$ cat src/coc_pkg.sv
package coc_pkg;

  // bus addresses, 8-bit form with the direction bit
  localparam logic [7:0] WR_ADDR       = 8'hd2;
  localparam logic [7:0] RD_ADDR       = 8'hd3;

  // byte indices
  localparam logic [7:0] IDX_OE_LOW    = 8'h01;
  localparam logic [7:0] IDX_RSVD_TWO  = 8'h02;
  localparam logic [7:0] IDX_OE_HIGH   = 8'h03;
  localparam logic [7:0] IDX_RSVD_FOUR = 8'h04;
  localparam logic [7:0] IDX_AMP       = 8'h05;
  localparam logic [7:0] IDX_RSVD_SIX  = 8'h06;
  localparam logic [7:0] IDX_ID        = 8'h07;
  localparam logic [7:0] IDX_RSVD_8    = 8'h08;
  localparam logic [7:0] IDX_OE_MID    = 8'h09;

  // reset values and writable-bit masks
  localparam logic [7:0] RST_OE_LOW    = 8'h48;
  localparam logic [7:0] MSK_OE_LOW    = 8'h48;
  localparam logic [7:0] RST_OE_HIGH   = 8'hc0;
  localparam logic [7:0] MSK_OE_HIGH   = 8'hc0;
  localparam logic [7:0] RST_AMP       = 8'h51;
  localparam logic [7:0] MSK_AMP       = 8'hf3;
  localparam logic [7:0] RST_OE_MID    = 8'h60;
  localparam logic [7:0] MSK_OE_MID    = 8'h60;
  localparam logic [7:0] RSVD_ZERO     = 8'h00;
  localparam logic [7:0] RSVD_8_VAL    = 8'h0f;

  // field positions
  localparam int POS_OUT0_ON           = 6;
  localparam int POS_OUT1_ON           = 3;
  localparam int POS_OUT5_ON           = 7;
  localparam int POS_OUT4_ON           = 6;
  localparam int POS_OUT3_ON           = 6;
  localparam int POS_OUT2_ON           = 5;
  localparam int POS_UPPER_SWING       = 6;
  localparam int POS_MIDDLE_SWING      = 4;
  localparam int POS_FIRST_SWING       = 0;

  // swing codes: 00 700 mV, 01 800 mV, 10 900 mV, 11 1000 mV
  localparam logic [1:0] SWING_700MV   = 2'h0;
  localparam logic [1:0] SWING_800MV   = 2'h1;
  localparam logic [1:0] SWING_900MV   = 2'h2;
  localparam logic [1:0] SWING_1000MV  = 2'h3;

  // bit counter marks
  localparam logic [3:0] BITS_BYTE     = 4'h8;
  localparam logic [3:0] BITS_ACKED    = 4'h9;

  // sampled bus events, one clock wide
  typedef struct packed {
    logic scl_rise;
    logic scl_fall;
    logic start;
    logic stop;
    logic sda;
  } coc_smb_ev_type;

endpackage

$ cat src/coc_regs.sv
// Summary of operation
// RQ1: The bank answers bus transfers at write address d2 and read address d3 only.
// RQ2: Bit 6 of byte 1 is a read-write enable for output pair 0 that resets to 1.
// RQ3: Bit 3 of byte 1 is a read-write enable for output pair 1 that resets to 1.
// RQ4: Bit 7 of byte 3 is a read-write enable for output pair 5 that resets to 1.
// RQ5: Bit 6 of byte 3 is a read-write enable for output pair 4 that resets to 1.
// RQ6: Bit 6 of byte 9 is a read-write enable for output pair 3 that resets to 1.
// RQ7: Bit 5 of byte 9 is a read-write enable for output pair 2 that resets to 1.
// RQ8: Each two-bit swing code picks 700, 800, 900 or 1000 mV for codes 00 to 11.
// RQ9: Byte 5 holds the upper group swing in bits 7:6, middle in 5:4 and first in 1:0.
// RQ10: Byte 7 is read-only with a fixed revision code high and maker code low.
// RQ11: Bytes 2, 4 and 6 are reserved, read zero and do nothing.
// RQ12: A write carries index, count and data bytes, each acknowledged and stored in turn.
// RQ13: A read after index and repeated start returns a count then data, host acks each.
// RQ14: A disabled pair drives both of its legs low instead of toggling.
// RQ15: The host writes reserved bits with their defaults and does not expect them to stick; the testbench host writes random or fixed values into them.
`timescale 1ns/1ps
module coc_regs #(
  parameter logic [3:0] REVISION_CODE = 4'h5,  // arbitrary value
  parameter logic [3:0] MAKER_CODE    = 4'ha   // arbitrary value
) (
  // clock and reset
  input  wire logic       core_clk_i,
  input  wire logic       rst_i,
  input  wire logic       ce_i,
  // bus pins
  input  wire logic       smb_clk_i,
  input  wire logic       smb_dat_i,
  output logic            smb_dat_o,
  output logic            smb_dat_oe_n_o,
  // synthesized clocks in, pairs out
  input  wire logic [5:0] pair_clk_i,
  output logic      [5:0] pair_true_o,
  output logic      [5:0] pair_comp_o,
  // control fields
  output logic      [5:0] out_on_o,
  output logic      [1:0] upper_group_swing_o,
  output logic      [1:0] middle_group_swing_o,
  output logic      [1:0] first_output_swing_o
);

  typedef enum logic [3:0] {
    ST_IDLE, ST_ADDR, ST_ADDR_ACK, ST_CMD, ST_CMD_ACK, ST_CNT, ST_CNT_ACK,
    ST_WDATA, ST_WDATA_ACK, ST_TX, ST_TX_ACK, ST_SKIP
  } coc_state_type;

  ////////////////////////////////////////////////////////////////////////////////
  // state

  coc_pkg::coc_smb_ev_type ev;
  coc_state_type state_ff, nxt_state;
  logic [3:0] bit_cnt_ff, nxt_bit_cnt;
  logic [7:0] shift_ff, nxt_shift;
  logic [7:0] idx_ff, nxt_idx;
  logic [7:0] cnt_ff, nxt_cnt;
  logic       oe_n_ff, nxt_oe_n;
  logic       wr_en;
  logic [7:0] oe_low_ff, oe_high_ff, amp_ff, oe_mid_ff;
  logic [5:0] out_on_ff;
  logic [5:0] true_ff, comp_ff;

  coc_smb_edge u_edge (
    .core_clk_i (core_clk_i),
    .rst_i      (rst_i),
    .ce_i       (ce_i),
    .smb_clk_i  (smb_clk_i),
    .smb_dat_i  (smb_dat_i),
    .ev_o       (ev)
  );

  ////////////////////////////////////////////////////////////////////////////////
  // byte decode

  // merges writable bits only; reserved bits keep their value
  function automatic logic [7:0] merge(input logic [7:0] old, input logic [7:0] data,
                                       input logic [7:0] mask);
    merge = (old & ~mask) | (data & mask);
  endfunction

  // registers come in as arguments so the wire below follows every one of them
  function automatic logic [7:0] rd_byte(input logic [7:0] idx, input logic [7:0] lo,
                                         input logic [7:0] hi, input logic [7:0] amp,
                                         input logic [7:0] mid);
    case (idx)
      coc_pkg::IDX_OE_LOW:    rd_byte = lo;
      coc_pkg::IDX_OE_HIGH:   rd_byte = hi;
      coc_pkg::IDX_AMP:       rd_byte = amp;
      coc_pkg::IDX_ID:        rd_byte = {REVISION_CODE, MAKER_CODE};  // [RQ10]
      coc_pkg::IDX_RSVD_8:    rd_byte = coc_pkg::RSVD_8_VAL;
      coc_pkg::IDX_RSVD_TWO,
      coc_pkg::IDX_RSVD_FOUR,
      coc_pkg::IDX_RSVD_SIX:  rd_byte = coc_pkg::RSVD_ZERO;  // [RQ11]
      coc_pkg::IDX_OE_MID:    rd_byte = mid;
      default:                rd_byte = coc_pkg::RSVD_ZERO;
    endcase
  endfunction

  wire [7:0] cur_byte   = rd_byte(idx_ff, oe_low_ff, oe_high_ff, amp_ff, oe_mid_ff);
  wire       byte_done  = ev.scl_fall && (bit_cnt_ff == coc_pkg::BITS_BYTE);
  wire       addr_match = (shift_ff[7:1] == coc_pkg::WR_ADDR[7:1]);  // [RQ1]
  wire       cnt_left   = (cnt_ff != 8'h00);

  ////////////////////////////////////////////////////////////////////////////////
  // protocol

  always_comb begin
    nxt_state   = state_ff;
    nxt_bit_cnt = bit_cnt_ff;
    nxt_shift   = shift_ff;
    nxt_idx     = idx_ff;
    nxt_cnt     = cnt_ff;
    nxt_oe_n    = oe_n_ff;
    wr_en       = 1'b0;
    if (ev.start) begin
      nxt_state   = ST_ADDR;
      nxt_bit_cnt = 4'h0;
      nxt_oe_n    = 1'b1;
    end else if (ev.stop) begin
      nxt_state   = ST_IDLE;
      nxt_oe_n    = 1'b1;
    end else begin
      case (state_ff)
        ST_ADDR, ST_CMD, ST_CNT, ST_WDATA: begin
          if (ev.scl_rise && bit_cnt_ff < coc_pkg::BITS_BYTE) begin
            nxt_shift   = {shift_ff[6:0], ev.sda};
            nxt_bit_cnt = bit_cnt_ff + 4'h1;
          end
          if (byte_done) begin
            nxt_oe_n = 1'b0;
            case (state_ff)
              ST_ADDR: begin
                if (addr_match) begin
                  nxt_state = ST_ADDR_ACK;  // [RQ1]
                end else begin
                  nxt_state = ST_SKIP;
                  nxt_oe_n  = 1'b1;
                end
              end
              ST_CMD: begin
                nxt_idx   = shift_ff;  // [RQ12]
                nxt_state = ST_CMD_ACK;
              end
              ST_CNT: begin
                nxt_cnt   = shift_ff;  // [RQ12]
                nxt_state = ST_CNT_ACK;
              end
              default: begin
                // data beyond the count is acked but dropped
                wr_en     = cnt_left;  // [RQ12]
                nxt_idx   = cnt_left ? idx_ff + 8'h01 : idx_ff;
                nxt_cnt   = cnt_left ? cnt_ff - 8'h01 : cnt_ff;
                nxt_state = ST_WDATA_ACK;
              end
            endcase
          end
        end
        ST_ADDR_ACK: begin
          if (ev.scl_fall) begin
            nxt_bit_cnt = 4'h0;
            nxt_oe_n    = 1'b1;
            nxt_state   = ST_CMD;
            if (shift_ff[0]) begin
              // count byte goes first, then data from the index
              nxt_shift   = coc_pkg::RSVD_8_VAL;  // [RQ13]
              nxt_oe_n    = coc_pkg::RSVD_8_VAL[7];
              nxt_bit_cnt = 4'h1;
              nxt_state   = ST_TX;
            end
          end
        end
        ST_CMD_ACK, ST_CNT_ACK, ST_WDATA_ACK: begin
          if (ev.scl_fall) begin
            nxt_bit_cnt = 4'h0;
            nxt_oe_n    = 1'b1;
            nxt_state   = (state_ff == ST_CMD_ACK) ? ST_CNT : ST_WDATA;
          end
        end
        ST_TX: begin
          if (ev.scl_fall) begin
            if (bit_cnt_ff == coc_pkg::BITS_BYTE) begin
              nxt_oe_n  = 1'b1;
              nxt_state = ST_TX_ACK;
            end else begin
              nxt_shift   = {shift_ff[6:0], 1'b0};
              nxt_oe_n    = shift_ff[6];
              nxt_bit_cnt = bit_cnt_ff + 4'h1;
            end
          end
        end
        ST_TX_ACK: begin
          if (ev.scl_rise) begin
            // a not-acknowledge ends the read
            nxt_state   = ev.sda ? ST_SKIP : ST_TX_ACK;  // [RQ13]
            nxt_bit_cnt = coc_pkg::BITS_ACKED;
          end else if (ev.scl_fall && bit_cnt_ff == coc_pkg::BITS_ACKED) begin
            nxt_shift   = cur_byte;  // [RQ13]
            nxt_oe_n    = cur_byte[7];
            nxt_idx     = idx_ff + 8'h01;
            nxt_bit_cnt = 4'h1;
            nxt_state   = ST_TX;
          end
        end
        ST_SKIP, ST_IDLE: begin
          nxt_oe_n = 1'b1;
        end
        default: begin
          nxt_state = ST_IDLE;
          nxt_oe_n  = 1'b1;
        end
      endcase
    end
  end

  always_ff @(posedge core_clk_i or posedge rst_i) begin
    if (rst_i) begin
      state_ff   <= ST_IDLE;
      bit_cnt_ff <= 4'h0;
      shift_ff   <= 8'h00;
      idx_ff     <= 8'h00;
      cnt_ff     <= 8'h00;
      oe_n_ff    <= 1'b1;
    end else if (ce_i) begin
      state_ff   <= nxt_state;
      bit_cnt_ff <= nxt_bit_cnt;
      shift_ff   <= nxt_shift;
      idx_ff     <= nxt_idx;
      cnt_ff     <= nxt_cnt;
      oe_n_ff    <= nxt_oe_n;
    end
  end

  ////////////////////////////////////////////////////////////////////////////////
  // register bank

  wire wr_oe_low  = wr_en && idx_ff == coc_pkg::IDX_OE_LOW;
  wire wr_oe_high = wr_en && idx_ff == coc_pkg::IDX_OE_HIGH;
  wire wr_amp     = wr_en && idx_ff == coc_pkg::IDX_AMP;
  wire wr_oe_mid  = wr_en && idx_ff == coc_pkg::IDX_OE_MID;

  always_ff @(posedge core_clk_i or posedge rst_i) begin
    if (rst_i) begin
      oe_low_ff  <= coc_pkg::RST_OE_LOW;   // [RQ2] [RQ3]
      oe_high_ff <= coc_pkg::RST_OE_HIGH;  // [RQ4] [RQ5]
      amp_ff     <= coc_pkg::RST_AMP;
      oe_mid_ff  <= coc_pkg::RST_OE_MID;   // [RQ6] [RQ7]
    end else if (ce_i) begin
      if (wr_oe_low)  oe_low_ff  <= merge(oe_low_ff, shift_ff, coc_pkg::MSK_OE_LOW);
      if (wr_oe_high) oe_high_ff <= merge(oe_high_ff, shift_ff, coc_pkg::MSK_OE_HIGH);
      if (wr_amp)     amp_ff     <= merge(amp_ff, shift_ff, coc_pkg::MSK_AMP);  // [RQ9]
      if (wr_oe_mid)  oe_mid_ff  <= merge(oe_mid_ff, shift_ff, coc_pkg::MSK_OE_MID);
    end
  end

  ////////////////////////////////////////////////////////////////////////////////
  // output pairs

  wire [5:0] nxt_out_on = {oe_high_ff[coc_pkg::POS_OUT5_ON],   // [RQ4]
                           oe_high_ff[coc_pkg::POS_OUT4_ON],   // [RQ5]
                           oe_mid_ff[coc_pkg::POS_OUT3_ON],    // [RQ6]
                           oe_mid_ff[coc_pkg::POS_OUT2_ON],    // [RQ7]
                           oe_low_ff[coc_pkg::POS_OUT1_ON],    // [RQ3]
                           oe_low_ff[coc_pkg::POS_OUT0_ON]};   // [RQ2]

  always_ff @(posedge core_clk_i or posedge rst_i) begin
    if (rst_i) begin
      out_on_ff <= 6'h00;
      true_ff   <= 6'h00;
      comp_ff   <= 6'h00;
    end else if (ce_i) begin
      out_on_ff <= nxt_out_on;
      true_ff   <= nxt_out_on & pair_clk_i;   // [RQ14]
      comp_ff   <= nxt_out_on & ~pair_clk_i;  // [RQ14]
    end
  end

  assign smb_dat_o            = 1'b0;
  assign smb_dat_oe_n_o       = oe_n_ff;
  assign pair_true_o          = true_ff;
  assign pair_comp_o          = comp_ff;
  assign out_on_o             = out_on_ff;
  // swing code to driver: 00 700 mV up to 11 1000 mV
  assign upper_group_swing_o  = amp_ff[coc_pkg::POS_UPPER_SWING +: 2];   // [RQ8] [RQ9]
  assign middle_group_swing_o = amp_ff[coc_pkg::POS_MIDDLE_SWING +: 2];  // [RQ8] [RQ9]
  assign first_output_swing_o = amp_ff[coc_pkg::POS_FIRST_SWING +: 2];   // [RQ8] [RQ9]

endmodule

$ cat src/coc_smb_edge.sv
`timescale 1ns/1ps
module coc_smb_edge (
  // clock and reset
  input  wire logic                    core_clk_i,
  input  wire logic                    rst_i,
  input  wire logic                    ce_i,
  // bus pins
  input  wire logic                    smb_clk_i,
  input  wire logic                    smb_dat_i,
  // events
  output coc_pkg::coc_smb_ev_type      ev_o
);

  logic scl_ff;
  logic sda_ff;
  logic scl_d_ff;
  logic sda_d_ff;

  always_ff @(posedge core_clk_i or posedge rst_i) begin
    if (rst_i) begin
      scl_ff   <= 1'b1;
      sda_ff   <= 1'b1;
      scl_d_ff <= 1'b1;
      sda_d_ff <= 1'b1;
    end else if (ce_i) begin
      scl_ff   <= smb_clk_i;
      sda_ff   <= smb_dat_i;
      scl_d_ff <= scl_ff;
      sda_d_ff <= sda_ff;
    end
  end

  // start and stop are data edges while the clock stays high
  assign ev_o.scl_rise = scl_ff & ~scl_d_ff;
  assign ev_o.scl_fall = ~scl_ff & scl_d_ff;
  assign ev_o.start    = scl_ff & scl_d_ff & ~sda_ff & sda_d_ff;
  assign ev_o.stop     = scl_ff & scl_d_ff & sda_ff & ~sda_d_ff;
  assign ev_o.sda      = sda_ff;

endmodule

$ cat config.mk
export PLATFORM = sky130hd
export DESIGN_NAME = coc_regs
export DESIGN_NICKNAME = d
export VERILOG_FILES = /design/src/coc_pkg.sv /design/src/coc_regs.sv /design/src/coc_smb_edge.sv
export SDC_FILE = /design/constraint.sdc
export NUM_CORES = 1
export LEC_CHECK = 0
export ABC_AREA = 1
export ABC_CLOCK_PERIOD_IN_PS = 6100
export BUFFER_PORTS_ARGS = -buffer_cell sky130_fd_sc_hd__buf_4
export CAP_MARGIN = 5
export CORE_UTILIZATION = 50
export CTS_CLUSTER_DIAMETER = 100
export CTS_CLUSTER_SIZE = 30
export DETAILED_ROUTE_END_ITERATION = 16
export GPL_ROUTABILITY_DRIVEN = 1
export PLACE_DENSITY_LB_ADDON = 0.3
export SLEW_MARGIN = 20
export SYNTH_ARGS = -nofsm -noshare
export SYNTH_HDL_FRONTEND = slang
export SYNTH_SLANG_ARGS = --single-unit
$ cat constraint.sdc
create_clock -name core_clk_i -period 6.1 [get_ports core_clk_i]
set_clock_uncertainty 0.1 [all_clocks]
set_input_delay 0.61 -clock core_clk_i [delete_from_list [all_inputs] [get_ports core_clk_i]]
set_output_delay 0.61 -clock core_clk_i [all_outputs]
set_load 0.01 [all_outputs]
=== After elaboration in Yosys (flattened, before gate mapping) ===
Cells that the tools add are included.

* Add/sub/neg operators: 3
* Multiply operators: 0
* Divide/modulo/power cells: 0
* Order comparisons: 1
* Equality and inequality tests: 46
* Shifts and indexed selects: 0
* Multiplexer cells: 61
* Bitwise logic cells: 21
* Reductions and logical operators: 30

{| class="wikitable"
|+ Operators with widths
! kind !! number
|-
| 8-bit 2-to-1 mux || 12
|-
| 4-bit 2-to-1 mux || 20
|-
| 8-bit case mux with 2 select lines || 3
|-
| 8-bit case mux with 6 select lines || 1
|-
| 4-bit inequality test (second input constant) || 8
|-
| 8-bit case mux with 4 select lines || 1
|-
| 4-bit equality test (second input constant) || 6
|-
| 4-bit case mux with 6 select lines || 1
|-
| 3-bit inequality test (second input constant) || 7
|-
| 4-bit case mux with 5 select lines || 1
|-
| 1-bit 2-to-1 mux || 19
|-
| 2-bit inequality test (second input constant) || 9
|-
| 9-bit AND reduction || 2
|-
| 4-bit by 3-bit equality test with 1-bit output (second input constant) || 4
|-
| 8-bit by 3-bit equality test with 1-bit output (second input constant) || 2
|-
| 8-bit by 4-bit equality test with 1-bit output (second input constant) || 2
|-
| 8-bit by 7-bit OR with 8-bit output || 2
|-
| 7-bit AND reduction || 2
|-
| 6-bit bitwise AND || 2
|-
| 4-bit case mux with 3 select lines || 1
|-
| 11-bit AND reduction || 1
|-
| 10-bit AND reduction || 1
|-
| 8-bit by 1-bit adder with 8-bit output (second input constant) || 1
|-
| 4-bit by 2-bit equality test with 1-bit output (second input constant) || 2
|-
| other kinds (27) || 52
|}

* Bits in registers: 87
* Latch bits: 0
* Bits in writable memories: 0
* Bits in read-only memories: 0
* Input bits: 11
* Output and inout port bits: 26
* Word-level logic and storage cells: 180
* Memories: 0

=== Logic depth before layout (Yosys ltp) ===
* Depth in word-level cells: 9
* Gate-level depth with buffers: 11

=== By module ===
From an unflattened synthesis, not the netlist that was laid out.

* Cells, all modules: 582
* Area total of the unflattened synthesis: 4,145.2 µm²

{| class="wikitable"
|+ Modules (own cells, without submodules)
! module !! instances !! cells an instance !! area each (µm²) !! seq. area each (µm²)
|-
| coc_regs || 1 || 552 || 3,938.8 || 1,589.0
|-
| coc_smb_edge || 1 || 30 || 206.4 || 105.1
|}

=== Least setup slack after synthesis ===
No wires, ideal clock.

* Kind: reg-to-reg
* Start: register u_edge.scl_ff
* End: register shift_ff[7]
* Arrival: 1.577 ns
* Setup slack: 4.305 ns
* Cell stages (with the launch flop): 10
* Path buffers: 1
* Period minus slack after synthesis: 1.795 ns
* Cells stage by stage: dfstp_2 -> inv_1 -> nor2_1 -> nand2_1 -> nand2_1 -> nand2_1 -> nor2_1 -> nand3_2 -> buf_4 -> o21a_1

* Longest elaborated chain between the ends: 5
* Elaborated cells between the ends (all ways): 18
* Classes of those cells: 5 x eq/ne; 10 x bitwise; 3 x reduce/logical

{| class="wikitable"
|+ Ends and longest elaborated chain
! item !! line !! RTL
|-
| from (decl) || coc_smb_edge.sv:14 || <nowiki>logic scl_ff;</nowiki>
|-
| from (signal assigned) || coc_smb_edge.sv:26 || <nowiki>scl_ff <= smb_clk_i;</nowiki>
|-
| 1-bit bitwise AND / 1-bit inverter (equally long branches) || coc_smb_edge.sv:36, coc_smb_edge.sv:37, coc_smb_edge.sv:35 ||
|-
| 1-bit bitwise AND (on tied branches) || coc_smb_edge.sv:36, coc_smb_edge.sv:35, coc_smb_edge.sv:37 ||
|-
| 1-bit bitwise AND (tied with other cells) || coc_smb_edge.sv:36 || <nowiki>assign ev_o.start = scl_ff & scl_d_ff & ~sda_ff & sda_d_ff;</nowiki>
|-
| 1-bit inverter (no source line) / 2-bit inequality test (equally long branches) || - ||
|-
| 11-bit AND reduction (no source line) (*) || - ||
|-
| to (signal assigned) || coc_regs.sv:225 || <nowiki>shift_ff <= nxt_shift;</nowiki>
|-
| to (decl) || coc_regs.sv:53 || <nowiki>logic [7:0] shift_ff, nxt_shift;</nowiki>
|}

Every way passes the cells marked *; elsewhere a longest branch is shown, timed or not.
A chain may end at the register's enable or synchronous reset.

=== Worst setup path after layout ===
* Start: register state_ff[2]
* End: register shift_ff[7]

* Longest elaborated chain between the ends: 4
* Elaborated cells between the ends (all ways): 18
* Classes of those cells: 14 x eq/ne; 1 x mux; 3 x reduce/logical

{| class="wikitable"
|+ Ends and longest elaborated chain
! item !! line !! RTL
|-
| from (decl) || coc_regs.sv:51 || <nowiki>coc_state_type state_ff, nxt_state;</nowiki>
|-
| from (signal assigned) || coc_regs.sv:223 || <nowiki>state_ff <= nxt_state;</nowiki>
|-
| 4-bit by 1-bit equality test with 1-bit output (tied with other cells) || coc_regs.sv:122 || <nowiki>case (state_ff)</nowiki>
|-
| 4-bit OR reduction || coc_regs.sv:122 ||
|-
| 4-bit nonzero test (no source line) / 2-bit inequality test (equally long branches) || - ||
|-
| 11-bit AND reduction (no source line) || - ||
|}

Several ways; a longest one is shown, not always the timed one.

==> summary.md <==
| Metric | Value |
|---|---|
| Status | finished clean |
| DR pass1 iterations | 6 |
| Min cycle time layout | 2400 ps |
| Worst r2r src | state_ff[2] |
| Routed vias/inst | 5.47 |
| Core ar. | 7850 um^2 |
| Reg2reg path depth | 9 |
| Most frequent cell after synthesis | nand2_1 |
| Initial antenna violation count | 0 |
| Rows | 32 |
| Largest net degree at the start of global routing | 68 |
| Post-synth top area share | 32.3% |
| PwrDens | 377 nW/um^2 |
| TNS Setup | 0 ps |
| Primary FF master, synth | dfrtp_1 |
| Worst-Margin Slew | 841 ps |
| Async set or reset register ratio after synthesis | 100% |
| CTS tree | built |
| GR Util All Layers | 25.8% |
| Cts bufs inserted | 9 |
| Final Max Tran Viols | 0 |
| Setup repair bufs after CTS | 0 |
| WL/cell | 13.8 um |
| WL final | 10300 um |
| Chip Height | 92.6 um |
| Reg clk slew, reported paths | 80 ps |
| Hold Path Depth | 2 |
| Mapped Area | 4110 um^2 |
| Min-Delay Path Class | in2reg |
| Fill count | 738 |
| Average size of a mapped cell | 6.79 um^2 |
| First-pass GRT wire length | 17400 um |
| Synth top area cells | dfrtp_1 (32%), nand2_1 (20%), dfstp_2 (9.0%), nand3_1 (6.7%), o21ai_0 (6.5%) |
| Min-Delay Endpoint | pair_comp_o[5] |
| Setup Viol. Count Final | 0 |
| Worst slew margin | 43.9% |
| Critical Path RT | 6220 ps |
| EDFF count, synth | 0 |
| Total power | 1.76 mW |
| # IOs | 37 |
| Register area share after synthesis | 41.3% |
| Via Count | 4083 |
| Crit start category | register |
| Critical path peak fanout | 13 |
| CTS Hold Bufs | 0 |
| Drt drc | 0 |
| Vias in the first global route | 3778 |
| H-tree depth | 3 |
| Die footprint | 8580 um^2 |
| Dpl ws | 3790 ps |
| Inserted Diodes | 0 |
| Placed Area | 4450 um^2 |
| Syn Inst Count | 605 |
| Root Buffer | clkbuf_8 |
| P&R area growth vs syn | 13.8% |
| Post-synth cell types | 33 |
| Reg2reg setup slack | 3700 ps |
| PortBufs | 35 |
| Final hold slack | 358 ps |
| Final WS setup | 3700 ps |
| Fmax | 417 MHz |
| Synth top cells by count | nand2_1 (214), nor2_1 (69), inv_1 (55), nand3_1 (55) |
| Leakage | 2.40 nW |
| Worst skew pair latency | 340 ps |
| Final net count | 659 |
| RSZ-0062 raised after global routing | false |
| Hpwl dp | 7590 um |
| Post-CTS Resized | 0 |
| Share of the clock period used by the worst path | 39.3% |
| Initial cell density of the core | 52.3% |
| Initial drt markers | 331 |
| Worst min-delay path startpoint | pair_clk_i[5] |
| Maximum capacitance violations | 0 |
| Finished Cell Area | 4670 um^2 |
| Num Clock Sinks | 67 |
| Maximum vdd drop | 220 uV |
| Layout cells sized above 1 | 14.4% |
| Critical Path AT | 2520 ps |
| Max clock buf depth | 2 |
| Element type at the critical path end | register |
| Synth area leader | dfrtp_1 |
| Die width | 92.6 um |
| GR Overflow Total | 0 |
| RePlAce Congestion | 0.918 |
| Crit path kind | reg2reg |
| Synth Warn # | 0 |
| Reg2Reg Capture Point | shift_ff[7] |
| Yosys reg bits | 67 |
| Routed Antenna Nets | 0 |
| Synth Net Count | 624 |
| Hold Vio Cnt, Final | 0 |
==> through the flow <==
step / instances / utilization, %
floorplan: 605 / -
global placement: 731 / 56.7
detailed placement: 731 / 56.7
CTS: 747 / 59.5
global route: 747 / 59.5
finish: 747 / 59.5
==> critical path: stages (launching register included) <==
cell and delay [ps]:
dfrtp_1 470, inv_2 110, nand2_1 80, nor2_1 630, o21ai_1 260, nand2_2 210
nor2_4 50, nand3_2 180, nand2_1 80, o21a_1 110
==> final cells by class <==
class                      instances  area, um^2  share of cell area, %
multi-input combinational        464        2120                   45.4
inverter                          62         233                   4.98
sequential                        67        1690                   36.3
tap                              102         128                   2.73
clock inverter                     7         100                   2.14
timing repair buffer              36         270                   5.78
clock buffer                       9         124                   2.65
==> power by group <==
part / leakage [nW] / switching, mW / internal [mW]
Clock: 0.114 / 0.182 / 0.233
Sequential: 0.828 / 0.0957 / 0.526
Combinational: 1.46 / 0.491 / 0.234
==> cell families after synthesis <==
group / after synthesis / share of synthesized area (%)
buf+inv: 74 / 7.01
flops: 67 / 41.3
fa+ha+maj: 8 / 2.44
compound gates: 81 / 10.3
xor+xnor: 4 / 0.854
simple gates: 370 / 38.0
other cells: 1 / 0.0913
==> state kept, by name (all words and copies together), names as in the netlist, 2 cells and up <==
| signal | flops |
|---|---|
| out_on_o | 6 |
| state_ff | 4 |
| amp_ff | 6 |
| oe_low_ff | 2 |
| pair_true_o | 6 |
| pair_comp_o | 6 |
| oe_high_ff | 2 |
| idx_ff | 8 |
| bit_cnt_ff | 4 |
| oe_mid_ff | 2 |
| shift_ff | 8 |
| cnt_ff | 8 |
==> worst max path at each step <==
stage	startpoint	to	slack (ps)	cells past startpoint
2_1_floorplan	rst_i	amp_ff[1]	3730	1
3_3_place_gp	ce_i	cnt_ff[5]	3890	8
3_5_place_dp	state_ff[0]	shift_ff[7]	3790	9
4_1_cts	state_ff[2]	shift_ff[7]	3780	9
5_1_grt	state_ff[0]	shift_ff[4]	3540	10
6_report	state_ff[2]	shift_ff[7]	3700	9
==> metal layers <==
metal | GRT usage (%) | up-vias | share of wire [%]
met3 | 5.09 | 27 | 7.7
met1 | 34.3 | 1853 | 43
met2 | 41.7 | 203 | 46
met4 | 9.74 | 0 | 2.8
li1 | - | 2000 | -
met5 | 0 | - | 0
==> layout by cell type, fill, tap and decap left out, types with 2 or more instances in the layout <==
master and instances:
nand2_1 214, buf_4 36, nand3_1 55, nand4_1 8, o21ai_1 7, a21oi_1 13
nor3_1 4, bufinv_16 2, ha_1 8, dfrtp_1 53, xnor2_1 2, clkinv_4 3
dfstp_2 14, xor2_1 2, o21a_1 2, nand2_2 6, o21ai_0 53, nor2_2 8
clkbuf_8 9, o22ai_1 2, inv_2 7, nand3_2 2, inv_1 54, nor2_1 69
Power figures use the tool's default switching activity.
